--- src/core/ssw_pkg.sv ---
// Shared constants for the supply supervisor and watchdog block.
// Assumes a single 125 MHz system clock drives every module.
package ssw_pkg;

    // ==========================================================
    // Timing
    // ==========================================================
    localparam int unsigned CLK_MHZ          = 125;
    localparam int unsigned WD_PERIOD_MS     = 1600;
    localparam int unsigned RST_PULSE_MS     = 200;
    localparam int unsigned WD_PERIOD_CYC    = WD_PERIOD_MS * 1000 * CLK_MHZ;
    localparam int unsigned RST_PULSE_CYC    = RST_PULSE_MS * 1000 * CLK_MHZ;
    localparam int unsigned CNT_W            = 32;

    // ==========================================================
    // Reset sequencer states
    // ==========================================================
    typedef enum logic [2:0] {
        ST_SUPPLY_LOW = 3'h1,
        ST_HOLD       = 3'h2,
        ST_RUN        = 3'h4
    } ssw_state_t;

    // ==========================================================
    // Output levels
    // ==========================================================
    localparam logic RST_ASSERTED_N = 1'b0;
    localparam logic SEL_MAIN       = 1'b0;
    localparam logic SEL_CELL       = 1'b1;

endpackage

--- src/core/ssw_sync.sv ---
// Two-stage synchroniser for one asynchronous level.
// Assumes the input may change at any time relative to clk_i.
`timescale 1ns/1ps
module ssw_sync (
    // Clock and reset
    input  wire logic clk_i,
    input  wire logic rstn_i,
    // Data
    input  wire logic d_i,
    output logic      q_o
);
    logic meta;

    always_ff @(posedge clk_i or negedge rstn_i) begin
        if (!rstn_i) begin
            meta <= 1'b0;
            q_o  <= 1'b0;
        end else begin
            meta <= d_i;
            q_o  <= meta;
        end
    end
endmodule

--- src/core/ssw_timer.sv ---
// Up-counter that flags when a terminal count is reached.
// Assumes the caller clears it whenever timing must restart.
`timescale 1ns/1ps
module ssw_timer #(
    parameter int unsigned LIMIT = 16
) (
    // Clock and reset
    input  wire logic clk_i,
    input  wire logic rstn_i,
    // Control
    input  wire logic clear_i,
    output logic      done_o
);
    logic [ssw_pkg::CNT_W-1:0] count;

    always_ff @(posedge clk_i or negedge rstn_i) begin
        if (!rstn_i) begin
            count <= '0;
        end else if (clear_i) begin
            count <= '0;
        end else if (count != ssw_pkg::CNT_W'(LIMIT - 1)) begin
            count <= count + 1'b1;
        end
    end

    assign done_o = !clear_i && (count == ssw_pkg::CNT_W'(LIMIT - 1));
endmodule

--- src/core/ssw_top.sv ---
// Supply supervisor: watchdog, reset sequencer, power-fail flag, RAM supply select.
// Assumes comparator results arrive as asynchronous digital levels, high = condition true.
//
// How it works
// - Static toggle for full period triggers reset.
// - Any toggle edge or reset clears watchdog.
// - Watchdog cannot be disabled.
// - Expiry drives reset low one pulse length.
// - Hold reset while low, then 200 ms.
// - Active-high output is open-drain inverse.
// - Any supply dip restarts reset timing.
// - Watchdog cleared throughout reset, counts after.
// - Static toggle repeats pulses every period plus pulse.
// - Flag low on sense low or below switchover.
// - Below switchover, stay main until below cell.
// - Cell above supply, switch only below switchover.
// - Return to main when supply exceeds threshold.
`timescale 1ns/1ps
module ssw_top #(
    parameter int unsigned WD_CYC  = ssw_pkg::WD_PERIOD_CYC,
    parameter int unsigned RST_CYC = ssw_pkg::RST_PULSE_CYC
) (
    // Clock and reset
    input  wire logic CLOCK_I,
    input  wire logic RSTN_I,
    // Processor watchdog toggle
    input  wire logic WATCHDOG_TOGGLE_I,
    // Comparator results, high when the condition holds
    input  wire logic SUPPLY_BELOW_RESET_I,
    input  wire logic SUPPLY_BELOW_SWITCH_I,
    input  wire logic SUPPLY_BELOW_CELL_I,
    input  wire logic POWER_FAIL_SENSE_I,
    // Reset outputs
    output logic      RESET_OUT_N_O,
    output logic      RESET_HIGH_O,
    output logic      RESET_HIGH_OE_O,
    // Status and supply selection
    output logic      POWER_FAIL_FLAG_N_O,
    output logic      RAM_SUPPLY_CELL_O
);
    // ==========================================================
    // Input synchronisers
    // ==========================================================
    logic wdi_s;
    logic below_rst;
    logic below_sw;
    logic below_cell;
    logic sense_low;

    ssw_sync u_sync_wdi  (.clk_i(CLOCK_I), .rstn_i(RSTN_I), .d_i(WATCHDOG_TOGGLE_I),
                          .q_o(wdi_s));
    ssw_sync u_sync_rst  (.clk_i(CLOCK_I), .rstn_i(RSTN_I), .d_i(SUPPLY_BELOW_RESET_I),
                          .q_o(below_rst));
    ssw_sync u_sync_sw   (.clk_i(CLOCK_I), .rstn_i(RSTN_I), .d_i(SUPPLY_BELOW_SWITCH_I),
                          .q_o(below_sw));
    ssw_sync u_sync_cell (.clk_i(CLOCK_I), .rstn_i(RSTN_I), .d_i(SUPPLY_BELOW_CELL_I),
                          .q_o(below_cell));
    ssw_sync u_sync_pf   (.clk_i(CLOCK_I), .rstn_i(RSTN_I), .d_i(POWER_FAIL_SENSE_I),
                          .q_o(sense_low));

    // ==========================================================
    // Toggle edge detection
    // ==========================================================
    logic wdi_d;
    logic wdi_edge;

    always_ff @(posedge CLOCK_I or negedge RSTN_I) begin
        if (!RSTN_I) begin
            wdi_d <= 1'b0;
        end else begin
            wdi_d <= wdi_s;
        end
    end

    assign wdi_edge = wdi_s ^ wdi_d;

    // ==========================================================
    // Reset sequencer
    // ==========================================================
    ssw_pkg::ssw_state_t state;
    ssw_pkg::ssw_state_t next_state;
    logic                hold_done;
    logic                wd_done;
    logic                hold_clear;
    logic                wd_clear;

    // The hold timer runs only in the hold state, so any dip restarts it.
    assign hold_clear = (state != ssw_pkg::ST_HOLD) || below_rst;
    // No enable exists: only reset or a toggle edge clears the watchdog.
    assign wd_clear   = (state != ssw_pkg::ST_RUN) || wdi_edge;

    ssw_timer #(.LIMIT(RST_CYC)) u_hold (
        .clk_i   (CLOCK_I),
        .rstn_i  (RSTN_I),
        .clear_i (hold_clear),
        .done_o  (hold_done)
    );

    ssw_timer #(.LIMIT(WD_CYC)) u_wd (
        .clk_i   (CLOCK_I),
        .rstn_i  (RSTN_I),
        .clear_i (wd_clear),
        .done_o  (wd_done)
    );

    always_comb begin
        next_state = state;
        case (state)
            ssw_pkg::ST_SUPPLY_LOW: begin
                if (!below_rst) begin
                    next_state = ssw_pkg::ST_HOLD;
                end
            end
            ssw_pkg::ST_HOLD: begin
                if (below_rst) begin
                    next_state = ssw_pkg::ST_SUPPLY_LOW;
                end else if (hold_done) begin
                    next_state = ssw_pkg::ST_RUN;
                end
            end
            ssw_pkg::ST_RUN: begin
                if (below_rst) begin
                    next_state = ssw_pkg::ST_SUPPLY_LOW;
                end else if (wd_done) begin
                    next_state = ssw_pkg::ST_HOLD;
                end
            end
            default: begin
                next_state = ssw_pkg::ST_SUPPLY_LOW;
            end
        endcase
    end

    always_ff @(posedge CLOCK_I or negedge RSTN_I) begin
        if (!RSTN_I) begin
            state <= ssw_pkg::ST_SUPPLY_LOW;
        end else begin
            state <= next_state;
        end
    end

    // ==========================================================
    // Reset outputs
    // ==========================================================
    // The active-high pin is open drain: it is released, not driven, when asserted.
    always_ff @(posedge CLOCK_I or negedge RSTN_I) begin
        if (!RSTN_I) begin
            RESET_OUT_N_O   <= ssw_pkg::RST_ASSERTED_N;
            RESET_HIGH_O    <= 1'b0;
            RESET_HIGH_OE_O <= 1'b0;
        end else begin
            RESET_OUT_N_O   <= (next_state == ssw_pkg::ST_RUN);
            RESET_HIGH_O    <= 1'b0;
            RESET_HIGH_OE_O <= (next_state == ssw_pkg::ST_RUN);
        end
    end

    // ==========================================================
    // Power-fail flag
    // ==========================================================
    always_ff @(posedge CLOCK_I or negedge RSTN_I) begin
        if (!RSTN_I) begin
            POWER_FAIL_FLAG_N_O <= 1'b0;
        end else begin
            POWER_FAIL_FLAG_N_O <= !(sense_low || below_sw);
        end
    end

    // ==========================================================
    // RAM supply selection
    // ==========================================================
    // Held in a flop so the source never changes inside a cycle.
    always_ff @(posedge CLOCK_I or negedge RSTN_I) begin
        if (!RSTN_I) begin
            RAM_SUPPLY_CELL_O <= ssw_pkg::SEL_MAIN;
        end else if (!below_rst) begin
            RAM_SUPPLY_CELL_O <= ssw_pkg::SEL_MAIN;
        end else if (below_sw && below_cell) begin
            RAM_SUPPLY_CELL_O <= ssw_pkg::SEL_CELL;
        end
    end

    // Independent count of quiet cycles in the run state, so the expiry point is judged
    // against its own reckoning rather than against the timer's flag alone.
    logic [ssw_pkg::CNT_W-1:0] quiet_cnt;

    always_ff @(posedge CLOCK_I or negedge RSTN_I) begin
        if (!RSTN_I) begin
            quiet_cnt <= '0;
        end else if (state != ssw_pkg::ST_RUN || wdi_edge) begin
            quiet_cnt <= '0;
        end else begin
            quiet_cnt <= quiet_cnt + 1'b1;
        end
    end
endmodule

--- config.mk ---
export PLATFORM = sky130hd
export DESIGN_NAME = ssw_top
export DESIGN_NICKNAME = d
export VERILOG_FILES = /design/src/core/ssw_pkg.sv /design/src/core/ssw_sync.sv /design/src/core/ssw_timer.sv /design/src/core/ssw_top.sv
export SDC_FILE = /design/constraint.sdc
export NUM_CORES = 1
export LEC_CHECK = 0
export BUFFER_PORTS_ARGS = -buffer_cell sky130_fd_sc_hd__buf_4
export CAP_MARGIN = 40
export CORE_ASPECT_RATIO = 0.75
export CORE_MARGIN = 8
export CORE_UTILIZATION = 56
export CTS_BUF_LIST = sky130_fd_sc_hd__clkbuf_4 sky130_fd_sc_hd__clkbuf_8 sky130_fd_sc_hd__clkbuf_16
export CTS_CLUSTER_SIZE = 16
export DETAILED_ROUTE_END_ITERATION = 6
export PLACE_DENSITY = 0.85
export SYNTH_ARGS = -nofsm -noshare
export SYNTH_HDL_FRONTEND = slang
export SYNTH_HIERARCHICAL = 1
export SYNTH_SLANG_ARGS = --single-unit
--- constraint.sdc ---
create_clock -name CLOCK_I -period 2.4 [get_ports CLOCK_I]
set_clock_uncertainty 0.1 [all_clocks]
set_input_delay 0.48 -clock CLOCK_I [delete_from_list [all_inputs] [get_ports CLOCK_I]]
set_output_delay 0.48 -clock CLOCK_I [all_outputs]
set_load 0.01 [all_outputs]
==> run metrics <==
diode count=0; Via Count=3350; PwrDens=538.4 mW/mm^2; slew at the pin closest to its max-slew limit=between 0.5 and 0.6 ns; starting density of the core=57.58%; RSZ-0062 raised after global routing=true; period utilisation layout=97.64%; sequential share of power=53.7%; Yosys reg bits=81; Finish-stage setup viols=0; initial antenna violation count=0; synth-to-layout area growth=14.80%; synth unique cells=55; Sw Pwr=0.0005644 W; Mapped Avg Cell Area=slightly above 10 sq um; yosys warns=6; largest net degree at the start of global routing=44; f_max=around 430 MHz; drt via density=slightly above 6; die area=0.01056 sq mm; crit start category=register; hold crit path type=input port to register; CP Max Fanout=4; RR Startpoint=state[1]; vias in the first global route=3043; peak supply drop=0.0004017 V; Net Sw Frac=21.73%; synthesized area=around 0.0042 sq mm; post-route cell area=0.004823 sq mm; Net Count, Synth=approximately 430; cell leakage power=1.875 nW; arrival time worst endpoint=about 2.5 ns; Core Area=0.007297 sq mm; overall power=~0.0026 W; detailed placement HPWL=5982 microns; Worst Path Required=2.56 ns; Pint=0.002033 W; GRT overflow=0; Cells on Worst Hold Path=1; CTS sink cnt=81; nets=454; clock root cell=clkbuf_8; DRT iter0 DRCs=214; RePlAce Congestion=0.8400; wire per inst=16.42 microns; Syn Inst Count=418; CTS tree=done; clock power share=42.9%; FILL cells=546; Final Hold Slack=0.1218 ns; I/O Pins=12; number of synthesized flops with an enable pin=0; max_slew headroom=64.53%; Seq/Total Area, Yosys=between 40% and 50%; reg2reg path depth=7; Die X-Extent=roughly 120 microns; critical path startpoint=state[1]; global-route wire length before repair=14410 microns; final WL=9047 microns; Post-DP Area=0.004453 sq mm; clk slew on worst S/H paths=roughly 0.090 ns; count of buffers from port buffering=10; Detailed Routing Iterations Pass 1=4; Rows=27; max-slew violation count=0; Crit. End Element=register; reg2reg end=u_hold/count[1]; Fin. Hold Viols=0; CTS max path bufs=2; gr usage total=between 10% and 20%; setup TNS=0 ns; number of buffers created by CTS=9; worst setup path endpoint=u_hold/count[1]; Clk Latency, worst-skew pair=0.36 ns; drt drc=0; max-cap viol count=0; outcome=finished clean; critical setup path kind=register to register; Comb power frac=3.4%; H-tree levels=3; antenna viol nets, final=0; Final min period=2.343 ns; r2r setup slk=roughly 0.057 ns; share of post-route cells with drive strength above 1=19.78%; asr flop ratio synth=100.0%; top_reg_cell synth=dfrtp_1; Die Ht=91.02 microns
Yosys cell counts, types with 2 or more instances:
cell type	instances	area, sq um
mux2_2	3	33.78
a21o_1	2	15.01
and4_1	5	43.79
buf_6	3	33.78
ha_1	2	25.02
nand3_1	19	95.09
nand4_1	8	50.05
nor2_1	40	150.1
a21oi_1	18	90.09
nor2b_1	2	12.51
clkbuf_1	6	22.52
nor4_1	14	87.58
xor2_1	4	35.03
nand2_1	29	108.9
xnor2_1	25	219.0
or3_1	16	100.1
a211oi_1	9	67.56
nor4_4	5	106.4
a31oi_1	4	25.02
and3_1	5	31.28
buf_4	5	37.54
nor4b_1	2	17.52
o22a_1	2	17.52
o31ai_1	10	75.07
nand4_2	6	75.07
o21a_1	2	15.01
or4_1	15	112.6
nor3_1	21	105.1
nand3_2	2	20.02
buf_2	2	10.01
inv_1	13	48.80
dfrtp_1	80	2002
o21ai_0	16	80.08
buf_1	2	7.510
power groups by stage:
stage / Clock (W) / Combinational [W] / Sequential, W
2_1_floorplan: 0 / 0.0000265 / 0.00142
3_3_place_gp: 0 / 0.0000790 / 0.00142
3_5_place_dp: 0 / 0.0000810 / 0.00142
4_1_cts: 0.00114 / 0.0000853 / 0.00139
5_1_grt: 0.00119 / 0.0000977 / 0.00140
6_report: 0.00111 / 0.0000873 / 0.00140
final cells by class:
| type | count | area, sq um | share of cell area, % |
|---|---|---|---|
| Clock inverter | 6 | 90.09 | 1.868 |
| Clock buffer | 10 | 137.6 | 2.853 |
| Inverter | 13 | 48.80 | 1.012 |
| Tap cell | 101 | 126.4 | 2.620 |
| Multi-Input combinational cell | 305 | 2110 | 43.74 |
| Timing Repair Buffer | 35 | 282.8 | 5.863 |
| Sequential cell | 81 | 2028 | 42.05 |
flip-flops by register name (all words and copies together) (netlist names):
register,cells
POWER_FAIL_FLAG_N_O,1
u_sync_rst/meta,1
u_wd/count,32
u_sync_cell/q_o,1
u_sync_wdi/meta,1
wdi_d,1
u_sync_rst/q_o,1
u_sync_pf/meta,1
state,3
u_sync_sw/q_o,1
u_sync_wdi/q_o,1
u_sync_pf/q_o,1
u_hold/count,32
u_sync_cell/meta,1
RAM_SUPPLY_CELL_O,1
u_sync_sw/meta,1
RESET_HIGH_OE_O,1
metal layers:
| metal | share of wire [%] | track usage, % |
|---|---|---|
| met1 | 47 | 23.71 |
| met4 | 1.6 | 7.966 |
| met5 | 0 | 0 |
| met2 | 46 | 24.40 |
| met3 | 5.1 | 3.902 |
how the worst min path moves through the flow:
stage                                     end  slack, ns                 start
after CTS                     u_sync_rst/meta       0.10  SUPPLY_BELOW_RESET_I
final                         u_sync_rst/meta       0.12  SUPPLY_BELOW_RESET_I
after floorplan           POWER_FAIL_FLAG_N_O       0.08                RSTN_I
after detailed placement       u_sync_wdi/q_o       0.23       u_sync_wdi/meta
after global routing          u_sync_rst/meta       0.11  SUPPLY_BELOW_RESET_I
after global placement          u_sync_pf/q_o       0.23        u_sync_pf/meta
kinds of logic after synthesis:
group	count (synthesis)	share of synthesized area [%]
compound gates	68	10.15
xor+xnor	29	6.045
fa+ha+maj	2	0.5955
buf+inv	32	4.110
flops	81	48.27
mux	3	0.8040
other cells	1	0.08925
simple gates	202	29.93
layout by cell type, fill, tap and decap left out, types with 5 or more instances in the layout:
| cell | count |
|---|---|
| nor3_1 | 21 |
| xnor2_1 | 25 |
| nand3_1 | 18 |
| nor2_1 | 40 |
| a21oi_1 | 18 |
| dfrtp_1 | 80 |
| and4_1 | 5 |
| nor4_4 | 8 |
| o21ai_0 | 16 |
| nand4_2 | 6 |
| or3_1 | 14 |
| nand2_1 | 29 |
| o31ai_1 | 10 |
| inv_1 | 13 |
| or4_1 | 12 |
| buf_4 | 30 |
| nand4_1 | 8 |
| clkbuf_8 | 10 |
| and3_1 | 5 |
| a211oi_1 | 9 |
| nor4_1 | 10 |
worst max-delay path, cell delays in order, from the launching register on:
cell and delay, ns:
dfrtp_1 0.40, buf_4 0.14, nand2b_4 0.06, or3_4 0.36
nor4_4 0.30, nand3_1 0.13, or4_4 0.45, mux2_2 0.29
what timing repair did:
action | CTS | global route
setup buffers | 1 | 2
gates resized for setup | 2 | 17
hold buffers | 1 | 0
pin swaps | 1 | 7
setup endpoints to repair | 10 | 28
hold endpoints to repair | 30 | 0
gates cloned | 0 | 1
metrics by stage:
step / setup slack, ns / std cells / util [%]
floorplan: 0.01814 / 418 / -
global placement: 0.08183 / 530 / 61.03
detailed placement: -0.09454 / 530 / 61.03
CTS: 0.007057 / 548 / 64.56
global route: -0.06731 / 551 / 66.10
finish: 0.05661 / 551 / 66.10
(Power assumes the default switching activity.)
